==> config.mk <==
export PLATFORM = sky130hd
export DESIGN_NAME = flash_program_erase_controller
export DESIGN_NICKNAME = d
export VERILOG_FILES = /design/src/flash_host_pkg.sv /design/src/reg_req_if.sv /design/src/flash_program_erase_controller.sv /design/src/reg_access_port.sv
export SDC_FILE = /design/constraint.sdc
export NUM_CORES = 1
export LEC_CHECK = 0
export ABC_AREA = 1
export BUFFER_PORTS_ARGS = -buffer_cell sky130_fd_sc_hd__buf_2
export CAP_MARGIN = 10
export CORE_ASPECT_RATIO = 0.7
export CORE_UTILIZATION = 30
export DETAILED_ROUTE_END_ITERATION = 6
export HOLD_SLACK_MARGIN = 0.03
export PLACE_DENSITY = 0.49
export SYNTH_ARGS = -nofsm -noshare
export SYNTH_HDL_FRONTEND = slang
export SYNTH_MEMORY_MAX_BITS = 65536
export SYNTH_SLANG_ARGS = --single-unit
==> constraint.sdc <==
create_clock -name ref_clk_i -period 4.37 [get_ports ref_clk_i]
set_input_delay 0 -clock ref_clk_i [delete_from_list [all_inputs] [get_ports ref_clk_i]]
set_output_delay 0 -clock ref_clk_i [all_outputs]
set_load 0.01 [all_outputs]
==> src/flash_host_pkg.sv <==
package flash_host_pkg;

  //////////////////////////////////////////////////////////////////////////////
  // Device register map (byte addresses)
  localparam logic [31:0] FLASH_BASE   = 32'h0000_0000;
  localparam logic [31:0] MODE_OFS     = 32'h0000_0100;
  localparam logic [31:0] CTRL_OFS     = 32'h0000_0104;
  localparam logic [31:0] ADDR_OFS     = 32'h0000_010C;
  localparam logic [31:0] WDATA_OFS    = 32'h0000_0110;
  localparam logic [31:0] TIMER_OFS    = 32'h0000_0114;
  localparam logic [31:0] DIRTY_OFS    = 32'h0000_0118;
  localparam logic [31:0] CRC_OFS      = 32'h0000_0120;

  //////////////////////////////////////////////////////////////////////////////
  // Control register fields
  localparam logic [31:0] BUFFER_CLEAR_BIT  = 32'h0000_0001;
  localparam logic [31:0] ERASE_BIT         = 32'h0000_0002;
  localparam logic [31:0] PROGRAM_BIT       = 32'h0000_0004;
  localparam logic [31:0] BUFFER_LOAD_BIT   = 32'h0000_0008;
  localparam logic [31:0] WRITE_EN_BIT      = 32'h0000_0010;
  localparam logic [31:0] PROGRAM_MODE_BIT  = 32'h0000_0020;
  localparam logic [31:0] BULK_ERASE_BIT    = 32'h0000_0100;
  localparam logic [31:0] TIMER_BIT         = 32'h0010_0000;
  localparam logic [31:0] CHECKSUM_EN_BIT   = 32'h0040_0000;
  localparam logic [31:0] CHECKSUM_INIT_BIT = 32'h0080_0000;
  localparam int          UPPER_LSB         = 24;
  localparam int          IDLE_POS          = 7;
  localparam logic [31:0] LOCK_VALUE        = 32'h0000_0000;
  localparam logic [31:0] DIRTY_CLEAR_VALUE = 32'h0000_0000;
  localparam logic [31:0] TMR_CLOSE_VALUE   = 32'h0000_09C4;

  //////////////////////////////////////////////////////////////////////////////
  // Array geometry
  localparam int PAGE_BYTES = 128;
  localparam int PAGE_COUNT = 1024;
  localparam int PAGE_WORDS = PAGE_BYTES / 4;

  //////////////////////////////////////////////////////////////////////////////
  // Sequencer entry points
  localparam logic [5:0] ERASE_ENTRY = 6'h1C;
  localparam logic [5:0] CLOSE_ENTRY = 6'h12;
  localparam logic [5:0] CRC_ENTRY   = 6'h28;

  typedef enum logic [1:0] {OP_PROG, OP_ERASE, OP_BULK, OP_CRC} op_t;

  typedef enum logic [3:0] {
    K_WR, K_CRSET, K_CRCLR, K_CRUP, K_CRREST, K_WAIT, K_PAGE, K_ADDR,
    K_AESEL, K_BRANCH, K_GOTO, K_CRCRD, K_CRCGET, K_END
  } step_kind_t;

  typedef struct packed {
    step_kind_t  kind;
    logic [31:0] addr;
    logic [31:0] data;
  } step_t;

endpackage

==> src/reg_req_if.sv <==
`timescale 1ns/1ps
`default_nettype none
interface reg_req_if;
  logic        req;
  logic        wr;
  logic [31:0] addr;
  logic [31:0] wdata;
  logic        done;
  logic [31:0] rdata;

  modport master (output req, wr, addr, wdata, input done, rdata);
  modport port   (input req, wr, addr, wdata, output done, rdata);
endinterface
`default_nettype wire

==> src/flash_program_erase_controller.sv <==
// Notes on behaviour
// - Program and erase only in flash mode; this host runs outside the array.
// - Upper control bits need the configuration unlock first.
// - Writing zero to the mode register locks; lock after each session.
// - Select response setting and four-cycle access before program or erase.
// - Watchdog held and internal oscillator selected during the operation.
// - Enter: flash unlock, clear dirty, set program mode, wait idle.
// - Page: buffer clear pulse, load, words, unload, address, program, enable, wait.
// - Page target in the address register is in 32-bit word units.
// - Erase: bulk bit or address, erase bit, enable, wait, clear all three.
// - Close: load 2500 into timer, timer bit, wait, clear, leave program mode.
// - Interrupts blocked while program or erase runs.
// - Buffer load sits at control bit 3, buffer clear at bit 0.
`timescale 1ns/1ps
`default_nettype none
module flash_program_erase_controller #(
  parameter logic [31:0] CFG_UNLOCK   = 32'h0000_00A5,
  parameter logic [31:0] FLASH_UNLOCK = 32'h0000_005A,
  parameter logic [7:0]  UPPER_CFG    = 8'h03
) (
  input  wire logic        ref_clk_i,
  input  wire logic        nrst_i,
  input  wire logic        cmd_valid_i,
  input  wire logic [1:0]  cmd_op_i,
  input  wire logic [31:0] cmd_addr_i,
  input  wire logic [15:0] cmd_len_i,
  input  wire logic [7:0]  restore_upper_i,
  output logic             cmd_ready_o,
  input  wire logic [31:0] wdata_i,
  input  wire logic        wdata_valid_i,
  output logic             wdata_ready_o,
  output logic             done_o,
  output logic             busy_o,
  output logic [15:0]      crc_o,
  output logic             wdt_hold_o,
  output logic             osc_int_sel_o,
  output logic             irq_block_o,
  output logic [31:0]      dev_addr_o,
  output logic [31:0]      dev_wdata_o,
  output logic             dev_wr_o,
  output logic             dev_rd_o,
  input  wire logic [31:0] dev_rdata_i,
  input  wire logic        dev_ack_i
);

  typedef enum logic [1:0] {PH_IDLE, PH_RUN, PH_BUS} phase_t;

  typedef struct packed {
    phase_t                  phase;
    flash_host_pkg::op_t     op;
    logic [5:0]              pc;
    logic [31:0]             cr;
    logic [31:0]             addr;
    logic [15:0]             len;
    logic [15:0]             cnt;
    logic [7:0]              restore;
    logic [15:0]             crc;
    logic                    done;
    logic                    req;
    logic                    wr;
    logic [31:0]             raddr;
    logic [31:0]             rdata;
  } host_state_t;

  host_state_t           st;
  host_state_t           next_st;
  flash_host_pkg::step_t stp;
  logic                  adv;

  reg_req_if bus ();

  //////////////////////////////////////////////////////////////////////////////
  // Step table
  function automatic flash_host_pkg::step_t mk(input flash_host_pkg::step_kind_t k,
                                               input logic [31:0] a, input logic [31:0] d);
    mk = '{kind: k, addr: a, data: d};
  endfunction

  function automatic flash_host_pkg::step_t step_f(input logic [5:0] pc);
    unique case (pc)
      6'h00: step_f = mk(flash_host_pkg::K_WR, flash_host_pkg::MODE_OFS, CFG_UNLOCK);
      6'h01: step_f = mk(flash_host_pkg::K_CRUP, flash_host_pkg::CTRL_OFS, '0);
      6'h02: step_f = mk(flash_host_pkg::K_WR, flash_host_pkg::MODE_OFS, flash_host_pkg::LOCK_VALUE);
      6'h03: step_f = mk(flash_host_pkg::K_WR, flash_host_pkg::MODE_OFS, FLASH_UNLOCK);
      6'h04: step_f = mk(flash_host_pkg::K_WR, flash_host_pkg::DIRTY_OFS, flash_host_pkg::DIRTY_CLEAR_VALUE);
      6'h05: step_f = mk(flash_host_pkg::K_CRSET, flash_host_pkg::CTRL_OFS, flash_host_pkg::PROGRAM_MODE_BIT);
      6'h06: step_f = mk(flash_host_pkg::K_WAIT, flash_host_pkg::MODE_OFS, '0);
      6'h07: step_f = mk(flash_host_pkg::K_BRANCH, '0, {26'h0, flash_host_pkg::ERASE_ENTRY});
      6'h08: step_f = mk(flash_host_pkg::K_CRSET, flash_host_pkg::CTRL_OFS, flash_host_pkg::BUFFER_CLEAR_BIT);
      6'h09: step_f = mk(flash_host_pkg::K_CRCLR, flash_host_pkg::CTRL_OFS, flash_host_pkg::BUFFER_CLEAR_BIT);
      6'h0A: step_f = mk(flash_host_pkg::K_CRSET, flash_host_pkg::CTRL_OFS, flash_host_pkg::BUFFER_LOAD_BIT);
      6'h0B: step_f = mk(flash_host_pkg::K_PAGE, flash_host_pkg::WDATA_OFS, '0);
      6'h0C: step_f = mk(flash_host_pkg::K_CRCLR, flash_host_pkg::CTRL_OFS, flash_host_pkg::BUFFER_LOAD_BIT);
      6'h0D: step_f = mk(flash_host_pkg::K_ADDR, flash_host_pkg::ADDR_OFS, '0);
      6'h0E: step_f = mk(flash_host_pkg::K_CRSET, flash_host_pkg::CTRL_OFS, flash_host_pkg::PROGRAM_BIT);
      6'h0F: step_f = mk(flash_host_pkg::K_CRSET, flash_host_pkg::CTRL_OFS, flash_host_pkg::WRITE_EN_BIT);
      6'h10: step_f = mk(flash_host_pkg::K_WAIT, flash_host_pkg::MODE_OFS, '0);
      6'h11: step_f = mk(flash_host_pkg::K_CRCLR, flash_host_pkg::CTRL_OFS,
                         flash_host_pkg::WRITE_EN_BIT | flash_host_pkg::PROGRAM_BIT);
      6'h12: step_f = mk(flash_host_pkg::K_WR, flash_host_pkg::TIMER_OFS, flash_host_pkg::TMR_CLOSE_VALUE);
      6'h13: step_f = mk(flash_host_pkg::K_CRSET, flash_host_pkg::CTRL_OFS, flash_host_pkg::TIMER_BIT);
      6'h14: step_f = mk(flash_host_pkg::K_WAIT, flash_host_pkg::MODE_OFS, '0);
      6'h15: step_f = mk(flash_host_pkg::K_CRCLR, flash_host_pkg::CTRL_OFS, flash_host_pkg::TIMER_BIT);
      6'h16: step_f = mk(flash_host_pkg::K_CRCLR, flash_host_pkg::CTRL_OFS, flash_host_pkg::PROGRAM_MODE_BIT);
      6'h17: step_f = mk(flash_host_pkg::K_WR, flash_host_pkg::MODE_OFS, flash_host_pkg::LOCK_VALUE);
      6'h18: step_f = mk(flash_host_pkg::K_WR, flash_host_pkg::MODE_OFS, CFG_UNLOCK);
      6'h19: step_f = mk(flash_host_pkg::K_CRREST, flash_host_pkg::CTRL_OFS, '0);
      6'h1A: step_f = mk(flash_host_pkg::K_WR, flash_host_pkg::MODE_OFS, flash_host_pkg::LOCK_VALUE);
      6'h1C: step_f = mk(flash_host_pkg::K_AESEL, flash_host_pkg::ADDR_OFS, '0);
      6'h1D: step_f = mk(flash_host_pkg::K_CRSET, flash_host_pkg::CTRL_OFS, flash_host_pkg::ERASE_BIT);
      6'h1E: step_f = mk(flash_host_pkg::K_CRSET, flash_host_pkg::CTRL_OFS, flash_host_pkg::WRITE_EN_BIT);
      6'h1F: step_f = mk(flash_host_pkg::K_WAIT, flash_host_pkg::MODE_OFS, '0);
      6'h20: step_f = mk(flash_host_pkg::K_CRCLR, flash_host_pkg::CTRL_OFS, flash_host_pkg::WRITE_EN_BIT |
                         flash_host_pkg::ERASE_BIT | flash_host_pkg::BULK_ERASE_BIT);
      6'h21: step_f = mk(flash_host_pkg::K_GOTO, '0, {26'h0, flash_host_pkg::CLOSE_ENTRY});
      6'h28: step_f = mk(flash_host_pkg::K_CRSET, flash_host_pkg::CTRL_OFS,
                         flash_host_pkg::CHECKSUM_EN_BIT | flash_host_pkg::CHECKSUM_INIT_BIT);
      6'h29: step_f = mk(flash_host_pkg::K_CRCLR, flash_host_pkg::CTRL_OFS, flash_host_pkg::CHECKSUM_INIT_BIT);
      6'h2A: step_f = mk(flash_host_pkg::K_CRCRD, flash_host_pkg::FLASH_BASE, '0);
      6'h2B: step_f = mk(flash_host_pkg::K_CRCGET, flash_host_pkg::CRC_OFS, '0);
      6'h2C: step_f = mk(flash_host_pkg::K_CRCLR, flash_host_pkg::CTRL_OFS, flash_host_pkg::CHECKSUM_EN_BIT);
      default: step_f = mk(flash_host_pkg::K_END, '0, '0);
    endcase
  endfunction

  //////////////////////////////////////////////////////////////////////////////
  // Sequencer
  always_comb begin
    stp          = step_f(st.pc);
    adv          = 1'b0;
    next_st      = st;
    next_st.req  = 1'b0;
    next_st.done = 1'b0;
    unique case (st.phase)
      PH_IDLE: begin
        if (cmd_valid_i) begin
          next_st.phase   = PH_RUN;
          next_st.op      = flash_host_pkg::op_t'(cmd_op_i);
          next_st.addr    = cmd_addr_i;
          next_st.len     = cmd_len_i;
          next_st.restore = restore_upper_i;
          next_st.cnt     = '0;
          next_st.pc      = (cmd_op_i == 2'(flash_host_pkg::OP_CRC)) ? flash_host_pkg::CRC_ENTRY : 6'h00;
        end
      end
      PH_RUN: begin
        next_st.raddr = stp.addr;
        next_st.wr    = 1'b1;
        next_st.rdata = st.cr;
        next_st.req   = 1'b1;
        next_st.phase = PH_BUS;
        unique case (stp.kind)
          flash_host_pkg::K_WR: next_st.rdata = stp.data;
          flash_host_pkg::K_CRSET: next_st.cr = st.cr | stp.data;
          flash_host_pkg::K_CRCLR: next_st.cr = st.cr & ~stp.data;
          flash_host_pkg::K_CRUP: next_st.cr[31:flash_host_pkg::UPPER_LSB] = UPPER_CFG;
          flash_host_pkg::K_CRREST: next_st.cr[31:flash_host_pkg::UPPER_LSB] = st.restore;
          flash_host_pkg::K_WAIT: next_st.wr = 1'b0;
          flash_host_pkg::K_PAGE: begin
            next_st.rdata = wdata_i;
            if (!wdata_valid_i) begin
              next_st.req   = 1'b0;
              next_st.phase = PH_RUN;
            end
          end
          flash_host_pkg::K_ADDR: next_st.rdata = st.addr;
          flash_host_pkg::K_AESEL: begin
            if (st.op == flash_host_pkg::OP_BULK) begin
              next_st.raddr = flash_host_pkg::CTRL_OFS;
              next_st.cr    = st.cr | flash_host_pkg::BULK_ERASE_BIT;
            end else begin
              next_st.rdata = st.addr;
            end
          end
          flash_host_pkg::K_BRANCH: begin
            next_st.req   = 1'b0;
            next_st.phase = PH_RUN;
            next_st.pc    = (st.op == flash_host_pkg::OP_PROG) ? st.pc + 6'd1 : stp.data[5:0];
          end
          flash_host_pkg::K_GOTO: begin
            next_st.req   = 1'b0;
            next_st.phase = PH_RUN;
            next_st.pc    = stp.data[5:0];
          end
          flash_host_pkg::K_CRCRD: begin
            next_st.wr    = 1'b0;
            next_st.raddr = stp.addr + st.addr + {14'h0, st.cnt, 2'b00};
          end
          flash_host_pkg::K_CRCGET: next_st.wr = 1'b0;
          flash_host_pkg::K_END: begin
            next_st.req   = 1'b0;
            next_st.done  = 1'b1;
            next_st.phase = PH_IDLE;
          end
        endcase
        if (next_st.raddr == flash_host_pkg::CTRL_OFS && next_st.wr) begin
          next_st.rdata = next_st.cr;
        end
      end
      PH_BUS: begin
        if (bus.done) begin
          next_st.phase = PH_RUN;
          unique case (stp.kind)
            flash_host_pkg::K_WAIT: adv = bus.rdata[flash_host_pkg::IDLE_POS];
            flash_host_pkg::K_PAGE: adv = (st.cnt == 16'(flash_host_pkg::PAGE_WORDS - 1));
            flash_host_pkg::K_CRCRD: adv = (st.cnt + 16'd1 >= st.len);
            flash_host_pkg::K_CRCGET: begin
              next_st.crc = bus.rdata[15:0];
              adv         = 1'b1;
            end
            default: adv = 1'b1;
          endcase
          if (adv) begin
            next_st.pc  = st.pc + 6'd1;
            next_st.cnt = '0;
          end else if (stp.kind != flash_host_pkg::K_WAIT) begin
            next_st.cnt = st.cnt + 16'd1;
          end
        end
      end
      default: next_st.phase = PH_IDLE;
    endcase
  end

  always_ff @(posedge ref_clk_i or negedge nrst_i) begin
    if (!nrst_i) begin
      st <= '0;
    end else begin
      st <= next_st;
    end
  end

  //////////////////////////////////////////////////////////////////////////////
  // Register access engine
  assign bus.req   = st.req;
  assign bus.wr    = st.wr;
  assign bus.addr  = st.raddr;
  assign bus.wdata = st.rdata;

  reg_access_port u_port (
    .ref_clk_i   (ref_clk_i),
    .nrst_i      (nrst_i),
    .link        (bus.port),
    .dev_addr_o  (dev_addr_o),
    .dev_wdata_o (dev_wdata_o),
    .dev_wr_o    (dev_wr_o),
    .dev_rd_o    (dev_rd_o),
    .dev_rdata_i (dev_rdata_i),
    .dev_ack_i   (dev_ack_i)
  );

  //////////////////////////////////////////////////////////////////////////////
  // User side
  assign cmd_ready_o   = (st.phase == PH_IDLE);
  assign wdata_ready_o = (st.phase == PH_RUN) && (stp.kind == flash_host_pkg::K_PAGE);
  assign done_o        = st.done;
  assign busy_o        = (st.phase != PH_IDLE);
  assign crc_o         = st.crc;
  assign wdt_hold_o    = busy_o && (st.op != flash_host_pkg::OP_CRC);
  assign osc_int_sel_o = busy_o && (st.op != flash_host_pkg::OP_CRC);
  assign irq_block_o   = busy_o && (st.op != flash_host_pkg::OP_CRC);

endmodule
`default_nettype wire

==> src/reg_access_port.sv <==
`timescale 1ns/1ps
`default_nettype none
module reg_access_port (
  input  wire logic        ref_clk_i,
  input  wire logic        nrst_i,
  reg_req_if.port          link,
  output logic [31:0]      dev_addr_o,
  output logic [31:0]      dev_wdata_o,
  output logic             dev_wr_o,
  output logic             dev_rd_o,
  input  wire logic [31:0] dev_rdata_i,
  input  wire logic        dev_ack_i
);

  typedef struct packed {
    logic        wr;
    logic        rd;
    logic [31:0] addr;
    logic [31:0] wdata;
    logic [31:0] rdata;
    logic        done;
  } port_state_t;

  port_state_t st;
  port_state_t next_st;

  //////////////////////////////////////////////////////////////////////////////
  // One access at a time, held until the device acknowledges
  always_comb begin
    next_st      = st;
    next_st.done = 1'b0;
    if (st.wr || st.rd) begin
      if (dev_ack_i) begin
        next_st.wr    = 1'b0;
        next_st.rd    = 1'b0;
        next_st.done  = 1'b1;
        next_st.rdata = st.rd ? dev_rdata_i : st.rdata;
      end
    end else if (link.req) begin
      next_st.wr    = link.wr;
      next_st.rd    = !link.wr;
      next_st.addr  = link.addr;
      next_st.wdata = link.wdata;
    end
  end

  always_ff @(posedge ref_clk_i or negedge nrst_i) begin
    if (!nrst_i) begin
      st <= '0;
    end else begin
      st <= next_st;
    end
  end

  assign dev_addr_o  = st.addr;
  assign dev_wdata_o = st.wdata;
  assign dev_wr_o    = st.wr;
  assign dev_rd_o    = st.rd;
  assign link.done   = st.done;
  assign link.rdata  = st.rdata;

endmodule
`default_nettype wire

==> flow_metrics.py, run 1 <==
metrics = {
    "outcome": {
        "outcome": "finished clean",
    },
    "logic_synthesis": {
        "synth.net_count": 2019,
        "async_reset_ff_share_pct": 100,
        "synth.ff_latch_count": 269,
        "yosysSeqAreaShare_pct": 44.9,
        "post-synth-top-area-fraction_pct": 44.9,
        "synth_cell_types": 47,
        "synth_enable_flop_cells": 0,
        "syn-instance-count": 1830,
        "syn-mean-instance-area_sq_um": 8.18,
        "synth_most_common_cell": "nand2_1",
        "mappedNetlistArea_sq_mm": 0.0150,
        "yosys.area.top_type": "dfrtp_1",
        "synth_top_cells_by_area": "dfrtp_1, nand2_1, mux2_2",
        "ys.flop_type": "dfrtp_1",
        "ys_warn_count": 0,
        "synth.cells.most_frequent": "nand2_1, dfrtp_1, inv_1",
    },
    "sta": {
        "hold_vio_cnt_final": 0,
        "sum_neg_setup_slack_ns": 0,
        "final-max-slew-violation-count": 0,
        "timing.slew.headroom_pct": 37.3,
        "timing.clock.skew_ns": 0.0161,
        "fin_crit_ns": 4.17,
        "setup-violations-final": 0,
        "timing.fmax_ghz": 0.240,
        "worst_pin_slew_ns": 0.940,
        "final.period_utilization_pct": 95.4,
    },
    "clock_network": {
        "clk_path_buf_depth": 3,
        "clk-insertion-delay-late_ns": 0.57,
        "clkTransAtPathRegs_ns": 0.06,
        "cts_tree": "yes",
        "tritoncts_num_sinks": 269,
        "clock_tree.htree_level_count": 1,
        "clockRootBuffer": "clkbuf_16",
        "tritoncts.num_buffers": 29,
    },
    "pwr": {
        "max-vdd-ir-drop_mv": 0.691,
        "p_int_uw": 7980,
        "power.static_leakage_uw": 0.00969,
        "power_density_mw_per_mm2": 783,
        "p_total_uw": 15300,
        "switching_power_as_a_share_of_total_power_pct": 47.9,
        "combinationalPowerShare_pct": 57.9,
        "p_switching_uw": 7330,
        "share_clk_of_total_power_pct": 16.5,
        "seq_power_share_pct": 25.6,
    },
    "grt": {
        "gr-total-overflow": 0,
        "total_global_routing_track_utilization_pct": 20.1,
        "grt_antenna_before_repair": 0,
        "grt_pass1_vias": 13730,
        "grt_start_max_net_pins": 105,
        "global_route_wire_length_before_repair_um": 79200,
    },
    "worst_setup_path": {
        "crit_start": "st[188]",
        "worstPathArrival_ns": 4.68,
        "criticalPathCategory": "reg -> reg",
        "startpoint_type": "register",
        "critPathBufInv": 5,
        "setup.worst_path.end_class": "register",
        "worst-endpoint-required_ns": 4.88,
        "crit_family": "simple AND/OR/NAND/NOR gates",
        "worst_path_max_delay_cell": "dfrtp_2",
        "max_stage_delay_ns": 0.47,
        "crit_path_frequent_cell": "nand2_1",
        "worst_path_maximum_fanout": 10,
        "crit-reg2reg-launch": "st[188]",
    },
    "final_layout": {
        "layout-area-overhead-vs-synth_pct": 30.5,
        "nNetsFinal": 2365,
        "layout_cell_share_with_drive_strength_beyond_1_pct": 24.3,
        "n_antenna_cell": 0,
    },
    "detailed_routing": {
        "postRouteWirelength_um": 51500,
        "wire_per_inst_um": 18.0,
        "drt_first_iter_violations": 925,
        "antenna_violating_nets_post_route": 0,
        "drt-pass1-iter-count": 5,
        "route.vias.total": 13806,
        "vias_per_cell": 4.83,
        "detail_route.drc_violations": 0,
    },
    "place": {
        "port-buffer-count": 199,
        "dp.final_hpwl_um": 37800,
        "finalWeightedCongestion": 0.885,
    },
    "die": {
        "die_height_um": 189,
        "floorplan.initialDensity_pct": 30.4,
        "chip_width_um": 269,
        "rows": 68,
        "top_level_ports": 216,
        "die-area_sq_mm": 0.0508,
        "placeableCoreArea_sq_mm": 0.0493,
    },
    "flow_run": {
        "max-cap-violations": 0,
    },
    "min_path": {
        "hold_class": "in -> async",
    },
}
state kept, by name (all words and copies together) (netlist names), 16 cells and up:
signal and cells:
u_port.dev_addr_o 32, st 103, bus.wdata 32, u_port.dev_wdata_o 32
crc_o 16, bus.addr 32, u_port.link.rdata 16
cells in the final DEF (no fill, tap or decap), types with 15 or more instances in the layout:
cell type	n
a21oi_1	70
buf_2	198
buf_4	90
clkbuf_16	32
dfrtp_1	265
dlygate4sd3_1	105
ha_1	48
inv_1	168
inv_2	20
mux2_2	79
nand2_1	472
nand2_2	20
nand3_1	117
nor2_1	86
nor3_1	15
o21ai_0	158
o21ai_1	36
o22ai_1	19
metrics by stage:
step	utilization [%]	cell area [sq um]	worst slack, ns	instances	hold WS (ns)
after CTS	38.9	19100	0.00192	2851	0.0499
after global routing	39.7	19500	-0.0220	2861	0.110
final	39.7	19500	0.199	2861	0.0414
after detailed placement	34.8	17100	0.0102	2695	0.0876
after global placement	34.8	17100	-0.00138	2695	0.0802
after floorplan	-	15000	0.606	1830	-0.296
path summary, 6_finish.rpt:
kind / cells after the start / to / slack (ns)
max: 28 / bus.wdata[5] / 0.20
min: 2 / st[158] / 0.04
max reg2reg: 28 / bus.wdata[5] / 0.20
min reg2reg: 2 / bus.wdata[0] / 0.48
max in group asynchronous: 3 / u_port.dev_wdata_o[25] / 3.24
min in group ref_clk_i: 9 / bus.wdata[6] / 0.08
area by class of cell:
class	instances	area, sq um
fill	5100	29700
multi-input combinational	1271	7280
sequential	269	6740
timing repair buffer	408	3010
tap	665	832
clock buffer	39	803
inverter	197	744
clock inverter	12	148
timing repair:
action	in CTS	in global routing
hold buffers	105	0
gates cloned	0	3
endpoints found under the setup margin	28	39
hold endpoints to repair	192	0
pin swaps	0	27
resized for setup	2	74
setup buffers	0	9
cell families after synthesis:
kind of cell	Yosys count	synth area share, %
buffers and inverters	290	8.25
flip-flops	269	44.9
multiplexers	79	5.94
AND/OR/NAND/NOR	763	21.4
adder cells (fa/ha/maj)	62	5.48
AO/OA/AOI/OAI	342	12.5
XOR/XNOR	25	1.46
power by group through the flow:
| stage | Clock, uW | Combinational (uW) | Sequential [uW] |
|---|---|---|---|
| finish | 2530 | 8860 | 3930 |
| detailed placement | 0 | 7980 | 3950 |
| global route | 2680 | 9810 | 4020 |
| floorplan | 0 | 5130 | 3730 |
| global placement | 0 | 7970 | 3930 |
| CTS | 2610 | 8120 | 3910 |
routing by layer:
metal,up-vias,global-route usage (%),wire length (um)
met5,-,0,0
met4,0,3.85,870
met3,51,3.43,3040
met2,363,31.6,22700
met1,6705,29.1,24900
li1,6687,-,-
Note: power is estimated with default switching activity, not from simulation.
==> run 2, diff against run 1 <==
--- a/config.mk
+++ b/config.mk
@@ -10,9 +10,11 @@
 export CAP_MARGIN = 10
 export CORE_ASPECT_RATIO = 0.7
 export CORE_UTILIZATION = 30
+export CTS_CLUSTER_SIZE = 16
 export DETAILED_ROUTE_END_ITERATION = 6
 export HOLD_SLACK_MARGIN = 0.03
 export PLACE_DENSITY = 0.49
+export RECOVER_POWER = 50
 export SYNTH_ARGS = -nofsm -noshare
 export SYNTH_HDL_FRONTEND = slang
 export SYNTH_MEMORY_MAX_BITS = 65536
==> run 2 against run 1 <==
Net effect:
- the run now ends with DRC, capacitance limit, slew limit left
- clock skew increased by 0.0028 ns
- cell count unchanged
- worst setup slack improved by 0.018 ns
- maximum frequency increased by 0.42%
- count of clock-buffer cells in the layout unchanged
- flip-flop and latch count unchanged
- combinational power decreased by 0.8%
- core utilization decreased by 0.27 points
- largest cell class unchanged
==> flow_metrics.py, run 2 (same netlist as run 1, synthesis figures left out) <==
metrics = {
    "final_layout": {
        "nNetsFinal": 2365,
        "layout_cell_share_with_drive_strength_beyond_1_pct": 20.5,
        "n_antenna_cell": 0,
        "layout_commonest_cell": "nand2_1",
        "layout-area-overhead-vs-synth_pct": 29.6,
        "finalCoreUtilization_pct": 39.4,
        "register_with_the_highest_flop_count": "st",
        "num-fill-cells": 5134,
        "most-common-layout-cells": "nand2_1, dfrtp_1, inv_1",
        "post-route-cell-area_sq_mm": 0.0194,
        "largest_register_ffs": 103,
    },
    "min_path": {
        "hold_class": "in -> reg",
        "hold-path-cell-count": 9,
    },
    "worst_setup_path": {
        "worst_path_maximum_fanout": 10,
        "worst-endpoint-required_ns": 4.88,
        "setup.worst_path.end_class": "register",
        "startpoint_type": "register",
        "criticalPathCategory": "reg -> reg",
        "ff2ff_path_depth": 23,
        "worstPathArrival_ns": 4.66,
    },
    "grt": {
        "grt_pass1_vias": 13730,
        "total_global_routing_track_utilization_pct": 20.1,
        "grt_antenna_before_repair": 0,
        "global_route_wire_length_before_repair_um": 79200,
        "grt_start_max_net_pins": 105,
        "gr-total-overflow": 0,
    },
    "sta": {
        "timing.fmax_ghz": 0.241,
        "fin_crit_ns": 4.15,
        "timing.slew.headroom_pct": -66.6,
        "setup-violations-final": 0,
        "finalWorstSetupSlack_ns": 0.217,
        "final.period_utilization_pct": 95.0,
        "timing.clock.skew_ns": 0.0189,
        "sum_neg_setup_slack_ns": 0,
        "worst_pin_slew_ns": 2.50,
        "final-max-slew-violation-count": 87,
        "hold_vio_cnt_final": 0,
    },
    "pwr": {
        "p_total_uw": 15300,
        "share_clk_of_total_power_pct": 16.6,
        "switching_power_as_a_share_of_total_power_pct": 48.0,
        "combinationalPowerShare_pct": 57.6,
        "max-vdd-ir-drop_mv": 0.685,
        "p_int_uw": 7930,
        "seq_power_share_pct": 25.8,
        "power.static_leakage_uw": 0.00934,
        "p_switching_uw": 7320,
        "power_density_mw_per_mm2": 786,
    },
    "detailed_routing": {
        "detail_route.drc_violations": 4,
        "vias_per_cell": 4.83,
        "drt_first_iter_violations": 1047,
        "wire_per_inst_um": 18.0,
        "postRouteWirelength_um": 51500,
        "antenna_violating_nets_post_route": 0,
        "route.vias.total": 13821,
        "drt-pass1-iter-count": 7,
    },
    "clock_network": {
        "clock_tree.htree_level_count": 1,
        "tritoncts.num_buffers": 29,
        "clockRootBuffer": "clkbuf_16",
        "cts_tree": "yes",
        "clk_path_buf_depth": 3,
        "clkTransAtPathRegs_ns": 0.06,
        "clk-insertion-delay-late_ns": 0.58,
        "tritoncts_num_sinks": 269,
    },
    "place": {
        "finalWeightedCongestion": 0.885,
        "port-buffer-count": 199,
        "dp.final_hpwl_um": 37800,
        "post_dp_cell_area_sq_mm": 0.0171,
        "pre_cts_slack_ns": 0.0102,
    },
    "die": {
        "top_level_ports": 216,
        "die_height_um": 189,
        "die-area_sq_mm": 0.0508,
        "floorplan.initialDensity_pct": 30.4,
        "placeableCoreArea_sq_mm": 0.0493,
        "chip_width_um": 269,
        "rows": 68,
    },
    "flow_run": {
        "max-cap-violations": 1,
    },
    "outcome": {
        "outcome": "complete, but fails checks",
        "violations": "DRC, capacitance limit, slew limit",
    },
}
-- run 2: layer usage --
metal / vias to the layer above / share of wire (%) / GRT usage [%]
met2: 358 / 44 / 31.6
met3: 48 / 5.8 / 3.43
met5: - / 0 / 0
li1: 6693 / - / -
met4: 0 / 1.6 / 3.85
met1: 6722 / 48 / 29.1
-- run 2: final timing paths --
check,start,to,slack [ns]
setup / recovery,st[187],bus.wdata[25],0.22
hold / removal,wdata_i[8],bus.wdata[8],0.09
setup reg to reg,st[187],bus.wdata[25],0.22
hold reg to reg,bus.wdata[0],bus.wdata[0],0.48
max in group asynchronous,nrst_i,st[141],1.01
min in group asynchronous,nrst_i,st[157],0.74
-- run 2: timing repair --
action | in CTS | in global routing
gates resized for setup | 2 | 74
gates cloned | 0 | 3
setup buffers | 0 | 9
hold buffers | 105 | 0
pin swaps | 0 | 27
setup endpoints to repair | 28 | 39
hold endpoints to repair | 192 | 0
-- run 2: power groups by stage --
stage / clock network, uW / logic (uW) / registers (uW)
floorplan: 0 / 5130 / 3730
global route: 2680 / 9760 / 4030
global placement: 0 / 7970 / 3930
finish: 2530 / 8790 / 3930
CTS: 2610 / 8120 / 3910
detailed placement: 0 / 7980 / 3950
-- run 2: through the flow --
step,hold slack [ns],instances
2_1_floorplan,-0.296,1830
3_3_place_gp,0.0802,2695
3_5_place_dp,0.0876,2695
4_1_cts,0.0499,2851
5_1_grt,0.128,2861
6_report,0.0854,2861
-- run 2: worst max-delay path: stages (launching register included) --
cell	delay, ns
dfrtp_2	0.45
buf_4	0.15
ha_1	0.19
inv_2	0.12
o31ai_2	0.08
nand2_1	0.12
inv_2	0.06
fa_1	0.52
ha_4	0.19
fa_2	0.39
nand2_1	0.08
nand3_2	0.08
nand2_1	0.08
o21ai_0	0.11
nand4_1	0.10
nand3_1	0.11
o21ai_0	0.37
nand2_2	0.12
nor2_4	0.21
nand2_8	0.15
clkbuf_16	0.21
nand2_1	0.06
nand3_1	0.07
nand2_1	0.09
-- run 2: area by class of cell --
class	count	area, sq um	share of cell area, %
clock inverter	12	148	0.760
multi-input combinational	1271	7280	37.5
timing repair buffer	408	2870	14.8
tap	665	832	4.29
sequential	269	6740	34.7
clock buffer	39	803	4.14
inverter	197	744	3.83
